===== src/hw/acmpc_pkg.sv =====
// Package with register map, field layout and types of the comparator control.
`default_nettype none
package acmpc_pkg;
  // Register byte offsets on the APB.
  localparam logic [11:0] ACMPC_OFF_CS = 12'h000;
  localparam logic [11:0] ACMPC_OFF_C0 = 12'h004;
  localparam logic [11:0] ACMPC_OFF_C1 = 12'h008;
  localparam logic [11:0] ACMPC_OFF_C2 = 12'h00c;
  // Control and status field positions.
  localparam int ACMPC_CS_EN = 7;
  localparam int ACMPC_CS_HYST = 6;
  localparam int ACMPC_CS_FLAG = 5;
  localparam int ACMPC_CS_IE = 4;
  localparam int ACMPC_CS_OUT = 3;
  localparam int ACMPC_CS_OPE = 2;
  // Control 0 fields: positive input select [5:4], negative input [1:0].
  localparam int ACMPC_C0_PSEL_LSB = 4;
  localparam int ACMPC_C0_NSEL_LSB = 0;
  // Control 1 fields: DAC enable 7, reference select 6, level [5:0].
  localparam int ACMPC_C1_DACEN = 7;
  localparam int ACMPC_C1_REFSEL = 6;
  // Control 2 fields: output invert 0.
  localparam int ACMPC_C2_INV = 0;
  // Values after reset.
  localparam logic [7:0] ACMPC_RST_REG = 8'h00;
  // Edge sensitivity encodings.
  localparam logic [1:0] ACMPC_MOD_FALL = 2'h0;
  localparam logic [1:0] ACMPC_MOD_RISE = 2'h1;
  localparam logic [1:0] ACMPC_MOD_FALL2 = 2'h2;
  localparam logic [1:0] ACMPC_MOD_BOTH = 2'h3;
  // Analog control bundle driven to the comparator macro.
  typedef struct packed {
    logic comparator_enable;
    logic hyst_high;
    logic pin_out_enable;
    logic [1:0] pos_input_sel;
    logic [1:0] neg_input_sel;
    logic dac_enable;
    logic dac_ref_bandgap;
    logic [5:0] dac_level;
  } acmpc_analog_t;
endpackage : acmpc_pkg
`default_nettype wire


===== src/hw/acmpc_top.sv =====
// Control, status and edge logic around the analog comparator.
//
// Summary of operation
// - Keeps running and can wake in wait.
// - Keeps running and can wake in deep stop.
// - Settings survive deep stop; reset clears them.
// - Debug mode does not alter operation.
// - Interrupt on rising, falling or both edges.
// - Optional inversion of the comparator output.
// - Six-bit code picks one of 64 levels.
// - DAC reference is supply or bandgap.
// - Up to four selectable comparator inputs.
// - Edge sets flag; write zero clears it.
// - Output bit reads zero while disabled.
//
// Decided for this implementation: the placing of the registers and the APB interface to the registers.
`default_nettype none
module acmpc_top (
  input wire logic pclk,
  input wire logic presetn,
  input wire logic psel,
  input wire logic penable,
  input wire logic pwrite,
  input wire logic [11:0] paddr,
  input wire logic [31:0] pwdata,
  input wire logic [3:0] pstrb,
  output logic [31:0] prdata,
  output logic pready,
  output logic pslverr,
  input wire logic comparator_raw,
  output acmpc_pkg::acmpc_analog_t analog_ctrl,
  output logic comparator_pin_out,
  output logic comparator_irq
);
  // Stored registers; each is one byte in the low lane of its word.
  logic [7:0] cs_q;
  logic [7:0] c0_q;
  logic [7:0] c1_q;
  logic [7:0] c2_q;
  // Synchronised and filtered comparator output, before inversion.
  logic cmp_sync;
  // Output after the optional inversion.
  logic cmp_cond;
  // Last conditioned output seen, kept for edge detection.
  logic prev_q;
  // One-cycle pulse when the selected edge occurs.
  logic edge_hit;
  // Write access phase with the low byte lane strobed.
  logic wr_acc;
  // Read setup cycle; read data is captured here.
  logic rd_hit;
  // Decoded fields of the control and status register.
  logic [1:0] edge_sensitivity_select;
  logic comparator_enable;
  logic comparator_irq_enable;
  logic comparator_event_flag;
  // Conditioned output as software reads it; zero while disabled.
  logic comparator_output_state;

  assign comparator_enable = cs_q[acmpc_pkg::ACMPC_CS_EN];
  assign comparator_irq_enable = cs_q[acmpc_pkg::ACMPC_CS_IE];
  assign comparator_event_flag = cs_q[acmpc_pkg::ACMPC_CS_FLAG];
  assign edge_sensitivity_select = cs_q[1:0];

  // Zero-wait APB slave; every access completes in its access phase.
  assign pready = 1'b1;
  assign pslverr = 1'b0;
  assign wr_acc = psel & penable & pwrite & pstrb[0];

  // The raw output comes from the analog domain and must be synchronised.
  // The chain adds about four cycles to every change, so pulses shorter
  // than two cycles may be lost; that is the price of metastability safety.
  acmpc_sync u_sync (
    .pclk(pclk),
    .presetn(presetn),
    .async_in(comparator_raw),
    .sync_out(cmp_sync)
  );

  // Inversion happens before edge detection and reporting.
  assign cmp_cond = cmp_sync ^ c2_q[acmpc_pkg::ACMPC_C2_INV];

  // Output state is forced to zero while the comparator is off.
  assign comparator_output_state = comparator_enable & cmp_cond;

  // Previous value tracker; held at zero while disabled so that enabling
  // with a high output counts as a rising edge, as the bit itself rises.
  always_ff @(posedge pclk or negedge presetn) begin
    if (!presetn) begin
      prev_q <= 1'b0;
    end else begin
      prev_q <= comparator_output_state;
    end
  end

  // Edge selection by sensitivity mode.
  always_comb begin
    edge_hit = 1'b0;
    unique case (edge_sensitivity_select)
      // Rising edges only.
      acmpc_pkg::ACMPC_MOD_RISE: begin
        edge_hit = comparator_output_state & ~prev_q;
      end
      // Either edge.
      acmpc_pkg::ACMPC_MOD_BOTH: begin
        edge_hit = comparator_output_state ^ prev_q;
      end
      // Falling edges only; two codes share this meaning.
      acmpc_pkg::ACMPC_MOD_FALL, acmpc_pkg::ACMPC_MOD_FALL2: begin
        edge_hit = ~comparator_output_state & prev_q;
      end
    endcase
    // Events count only while the comparator is enabled.
    edge_hit = edge_hit & comparator_enable;
  end

  // Control and status register. There is no low-power or debug input:
  // the block simply keeps clocking, so nothing freezes.
  // Bits 5 and 3 are not plain storage: the flag has its own set and
  // clear rules, and the output bit is read-only and never stored.
  always_ff @(posedge pclk or negedge presetn) begin
    if (!presetn) begin
      cs_q <= acmpc_pkg::ACMPC_RST_REG;
    end else begin
      if (wr_acc && paddr == acmpc_pkg::ACMPC_OFF_CS) begin
        cs_q[7:6] <= pwdata[7:6];
        cs_q[4] <= pwdata[4];
        cs_q[2:0] <= pwdata[2:0];
        // Writing zero clears, writing one keeps.
        if (!pwdata[acmpc_pkg::ACMPC_CS_FLAG]) begin
          cs_q[acmpc_pkg::ACMPC_CS_FLAG] <= 1'b0;
        end
      end
      // A new edge wins over a clear in the same cycle.
      if (edge_hit) begin
        cs_q[acmpc_pkg::ACMPC_CS_FLAG] <= 1'b1;
      end
    end
  end

  // Input selection register.
  // Unused bits of the input selection are kept at zero.
  always_ff @(posedge pclk or negedge presetn) begin
    if (!presetn) begin
      c0_q <= acmpc_pkg::ACMPC_RST_REG;
    end else if (wr_acc && paddr == acmpc_pkg::ACMPC_OFF_C0) begin
      c0_q <= {2'h0, pwdata[5:4], 2'h0, pwdata[1:0]};
    end
  end

  // DAC control register: enable, reference and level.
  always_ff @(posedge pclk or negedge presetn) begin
    if (!presetn) begin
      c1_q <= acmpc_pkg::ACMPC_RST_REG;
    end else if (wr_acc && paddr == acmpc_pkg::ACMPC_OFF_C1) begin
      c1_q <= pwdata[7:0];
    end
  end

  // Output conditioning register.
  always_ff @(posedge pclk or negedge presetn) begin
    if (!presetn) begin
      c2_q <= acmpc_pkg::ACMPC_RST_REG;
    end else if (wr_acc && paddr == acmpc_pkg::ACMPC_OFF_C2) begin
      c2_q <= {7'h00, pwdata[acmpc_pkg::ACMPC_C2_INV]};
    end
  end

  // Read data is registered in the setup cycle, ready for the access phase.
  // Only a read setup loads prdata, so it stands through the access phase
  // and until the next read.
  always_comb begin
    rd_hit = psel & ~penable & ~pwrite;
  end

  always_ff @(posedge pclk or negedge presetn) begin
    if (!presetn) begin
      // Cleared on reset so no stale value is shown.
      prdata <= 32'h0000_0000;
    end else if (rd_hit) begin
      // Only the low byte lane carries data; upper bits read zero.
      unique case (paddr)
        acmpc_pkg::ACMPC_OFF_CS: begin
          prdata <= {24'h000000, cs_q[7:4], comparator_output_state,
                     cs_q[2:0]};
        end
        acmpc_pkg::ACMPC_OFF_C0: begin
          prdata <= {24'h000000, c0_q};
        end
        acmpc_pkg::ACMPC_OFF_C1: begin
          prdata <= {24'h000000, c1_q};
        end
        acmpc_pkg::ACMPC_OFF_C2: begin
          prdata <= {24'h000000, c2_q};
        end
        default: begin
          // Unmapped addresses read as zero.
          prdata <= 32'h0000_0000;
        end
      endcase
    end
  end

  // Interrupt request level; used as the wake source too.
  // It stays high until software clears the flag or the enable.
  assign comparator_irq = comparator_event_flag & comparator_irq_enable;

  // Pin output is gated by its own enable. Powering down an unused DAC is
  // left to software through its enable bit.
  assign comparator_pin_out = comparator_output_state &
                              cs_q[acmpc_pkg::ACMPC_CS_OPE];

  // Analog controls go straight from the registers.
  // Hysteresis and pin enable pass through untouched.
  always_comb begin
    analog_ctrl.comparator_enable = comparator_enable;
    analog_ctrl.hyst_high = cs_q[acmpc_pkg::ACMPC_CS_HYST];
    analog_ctrl.pin_out_enable = cs_q[acmpc_pkg::ACMPC_CS_OPE];
    analog_ctrl.pos_input_sel = c0_q[5:4];
    analog_ctrl.neg_input_sel = c0_q[1:0];
    analog_ctrl.dac_enable = c1_q[acmpc_pkg::ACMPC_C1_DACEN];
    analog_ctrl.dac_ref_bandgap = c1_q[acmpc_pkg::ACMPC_C1_REFSEL];
    analog_ctrl.dac_level = c1_q[5:0];
  end
endmodule : acmpc_top
`default_nettype wire


===== src/hw/acmpc_sync.sv =====
// Three-stage synchroniser with agreement filter for the comparator output.
`default_nettype none
module acmpc_sync (
  input wire logic pclk,
  input wire logic presetn,
  input wire logic async_in,
  output logic sync_out
);
  // Stage one is read only by stage two to keep metastability contained.
  logic s1_q;
  logic s2_q;
  logic s3_q;

  // Shift chain; output changes once stages two and three agree.
  always_ff @(posedge pclk or negedge presetn) begin
    if (!presetn) begin
      s1_q <= 1'b0;
      s2_q <= 1'b0;
      s3_q <= 1'b0;
      sync_out <= 1'b0;
    end else begin
      s1_q <= async_in;
      s2_q <= s1_q;
      s3_q <= s2_q;
      if (s2_q == s3_q) begin
        sync_out <= s3_q;
      end
    end
  end
endmodule : acmpc_sync
`default_nettype wire


===== config.mk =====
export PLATFORM = sky130hd
export DESIGN_NAME = acmpc_top
export DESIGN_NICKNAME = d
export VERILOG_FILES = /design/src/hw/acmpc_pkg.sv /design/src/hw/acmpc_top.sv /design/src/hw/acmpc_sync.sv
export SDC_FILE = /design/constraint.sdc
export NUM_CORES = 1
export LEC_CHECK = 0
export BUFFER_PORTS_ARGS = -buffer_cell sky130_fd_sc_hd__buf_4
export CAP_MARGIN = 20
export CORE_MARGIN = 1
export CORE_UTILIZATION = 44
export CTS_CLUSTER_SIZE = 16
export DETAILED_ROUTE_END_ITERATION = 10
export GPL_TIMING_DRIVEN = 1
export PLACE_DENSITY = 0.81
export SYNTH_ARGS = -nofsm -noshare
export SYNTH_HDL_FRONTEND = slang
export SYNTH_SLANG_ARGS = --single-unit

===== constraint.sdc =====
create_clock -name pclk -period 2 [get_ports pclk]
set_input_delay 0.1 -clock pclk [delete_from_list [all_inputs] [get_ports pclk]]
set_output_delay 0.1 -clock pclk [all_outputs]
set_load 0.01 [all_outputs]

==> impl_metrics.py <==
metrics = {
    "run_status": {
        "status": "finished clean",
    },
    "worst_setup_path": {
        "crit_slowest_cell": "dfrtp_1",
        "critical-path-top-delay-family": "compound AO/OA/AOI/OAI gates",
        "path_class": "reg -> reg",
        "crit_path_start_kind": "flip-flop",
        "crit_fanout": 3,
        "critical_path_required_ns": 2.16,
        "path_cells": "xor2_1 -> nand2_1 -> inv_1 -> ha_1 -> or2_2 -> a31o_2 -> a221o_1",
        "crit_arrival_ns": 1.97,
        "critPathMaxStageDelay_ns": 0.40,
        "critPathCaptureType": "flip-flop",
        "path_buf_inv": 1,
    },
    "clock_tree": {
        "cts_root_buffer": "clkbuf_8",
        "clkSinkCount": 33,
        "post_cts_buffers": 0,
        "clkLatencyLatePin_ns": 0.28,
        "cts_resized": 0,
        "cts-buffers-inserted": 5,
        "clockBufferDepth": 2,
        "cts.clk_slew.worst_paths_ns": 0.07,
        "postCtsHoldBufs": 2,
        "cts_tree": "built",
        "htreeDepth": 2,
    },
    "yosys": {
        "ys_types": 34,
        "synth_edf_count": 0,
        "synth_flop_cell": "dfrtp_1",
        "synth_seq_cells": 33,
        "synth.cell_area_mm2": 0.00180,
        "yosysSeqAreaShare_pct": 45.9,
        "ys_warn_count": 0,
        "synthArstFlopShare_pct": 100,
        "netlist_instances": 148,
        "avgSynthCellArea_um2": 12.2,
    },
    "pwr": {
        "totalPowerFinal_mw": 1.46,
        "pwr-share-clk_pct": 43.7,
        "p_per_area_mw_per_mm2": 649,
        "combPwrFrac_pct": 9.1,
        "power_switching_share_pct": 21.6,
        "ir_drop_mv": 0.606,
        "p_sw_mw": 0.315,
        "share_seq_of_total_power_pct": 47.2,
        "intPower_mw": 1.14,
        "power.leakage_nw": 1.16,
    },
    "final_layout": {
        "finalNetCount": 257,
        "final_core_util_pct": 59.1,
        "final_area_mm2": 0.00225,
        "area_delta_synth_final_pct": 24.8,
        "antenna_cells": 0,
        "drive_gt1_share_pct": 44.1,
        "finalNonFillerCells": 250,
    },
    "run": {
        "maxCapViolCount": 0,
    },
    "drt": {
        "wirelength_mm": 3.33,
        "vias": 1247,
        "vias_per_cell": 4.99,
        "post_drt_wl_per_cell_um": 13.3,
        "drc": 0,
        "antenna_left": 0,
        "drt_iter0_markers": 48,
        "firstDrtPassIters": 4,
    },
    "floorplan": {
        "die_area_mm2": 0.00435,
        "die_x_um": 65.9,
        "core-area_mm2": 0.00380,
        "fp-row-count": 22,
        "start_util_pct": 47.4,
        "num_io_pins": 105,
        "die_y_um": 65.9,
    },
    "sta": {
        "max_freq_mhz": 555,
        "fin_ws_ns": 0.198,
        "report.final.slew_viol_count": 0,
        "tns_ns": 0,
        "rsz0062_at_grt": "no",
        "hold_viol_final": 0,
        "finalHoldWorstSlack_ns": 0.0450,
        "fin_crit_sh_pct": 90.1,
        "max_slew.worst_pin.slew_ns": 0.554,
        "setup-violations-final": 0,
        "fin_crit_ns": 1.80,
        "slew_headroom_pct": 62.8,
        "fin_skew_ns": 0.00638,
    },
    "hold_path": {
        "hold_path_class": "in -> reg",
    },
    "placed_design": {
        "post-place-ws_ns": 0.197,
        "port_buffers": 51,
        "dpl-instance-area_mm2": 0.00211,
        "dp_hpwl_mm": 2.51,
        "place_inst": 240,
        "gp_congestion": 0.731,
    },
    "global_route": {
        "grt_pass1_wl_mm": 5.20,
        "grt_max_degree": 34,
        "overflow": 0,
        "grt_usage_pct": 16.7,
        "antenna_found_initial": 0,
        "grt_pass1_vias": 1072,
    },
}
-- power by group through the flow --
| stage | Combinational (mW) | Sequential [mW] | Clock (mW) |
|---|---|---|---|
| final | 0.133 | 0.688 | 0.637 |
| after global routing | 0.147 | 0.690 | 0.684 |
| after CTS | 0.134 | 0.688 | 0.652 |
| after detailed placement | 0.131 | 0.701 | 0 |
| after global placement | 0.129 | 0.701 | 0 |
| after floorplan | 0.0968 | 0.698 | 0 |
-- state kept, by name, summed over array words and instances, names as in the netlist, 2 cells and up --
register	cells
c1_q	8
prdata	8
c0_q	4
analog_ctrl	3
cs_q	2
-- cells in the final DEF (no fill, tap or decap), types with 2 or more instances in the layout --
| cell type | instances |
|---|---|
| ha_1 | 2 |
| and2_1 | 3 |
| nand2_1 | 10 |
| nor2b_1 | 2 |
| buf_4 | 52 |
| clkbuf_8 | 6 |
| nand4_4 | 2 |
| o21ai_0 | 5 |
| a22oi_1 | 9 |
| dlygate4sd3_1 | 2 |
| inv_1 | 4 |
| nor4_4 | 3 |
| mux2i_1 | 3 |
| conb_1 | 26 |
| mux2_2 | 19 |
| nand4b_1 | 2 |
| dfrtp_1 | 33 |
-- cell usage after synthesis, types with 2 or more instances --
master    number  area (um^2)
ha_1           2         25.0
nand4_4        2         42.5
dfrtp_1       33          826
nor4_4         3         63.8
mux2i_1        3         30.0
inv_1          4         15.0
buf_4         29          218
a22oi_1        9         67.6
nand4b_1       2         17.5
mux2_2        19          214
conb_1         2         7.51
and2_1         3         18.8
nor2b_1        2         12.5
o21ai_0        5         25.0
nand2_1       10         37.5
clkbuf_1       2         7.51
-- worst paths after layout --
check / start / end / slack [ns] / cells after the start
hold / removal: pwdata[3] / c1_q[3]$_DFFE_PN0P_ / 0.04 / 2
hold reg to reg: u_sync.s1_q$_DFF_PN0_ / u_sync.s2_q$_DFF_PN0_ / 0.35 / 0
max in group asynchronous: presetn / c1_q[5]$_DFFE_PN0P_ / 1.41 / 2
setup reg to reg: c2_q[0]$_DFFE_PN0P_ / comparator_event_flag$_DFFE_PN0P_ / 0.20 / 7
min in group asynchronous: presetn / u_sync.sync_out$_DFFE_PN0N_ / 0.30 / 2
setup / recovery: c2_q[0]$_DFFE_PN0P_ / comparator_event_flag$_DFFE_PN0P_ / 0.20 / 7
-- cell families after synthesis --
group           after synthesis  share of synthesized area [%]
compound gates               17                           6.54
flops                        33                           45.9
xor+xnor                      1                          0.487
other cells                   2                          0.417
fa+ha+maj                     3                           1.95
mux                          23                           14.8
simple gates                 33                           16.3
buf+inv                      36                           13.6
-- layout make-up --
cell class | count | area [um^2]
inverters | 4 | 15.0
flip-flops and latches | 33 | 826
well taps | 48 | 60.1
fillers | 333 | 1550
multi-input cells | 103 | 818
clock inverters | 1 | 30.0
repair buffers | 54 | 410
clock buffers | 7 | 86.3
-- per-layer routing --
metal  vias up  track usage [%]  wire length, um
met5         -                0                0
met4         0             7.18               57
met3         7             5.52              252
met2        53             25.9             1630
met1       607             21.1             1390
li1        580                -                -
Power figures use the tool's default switching activity.
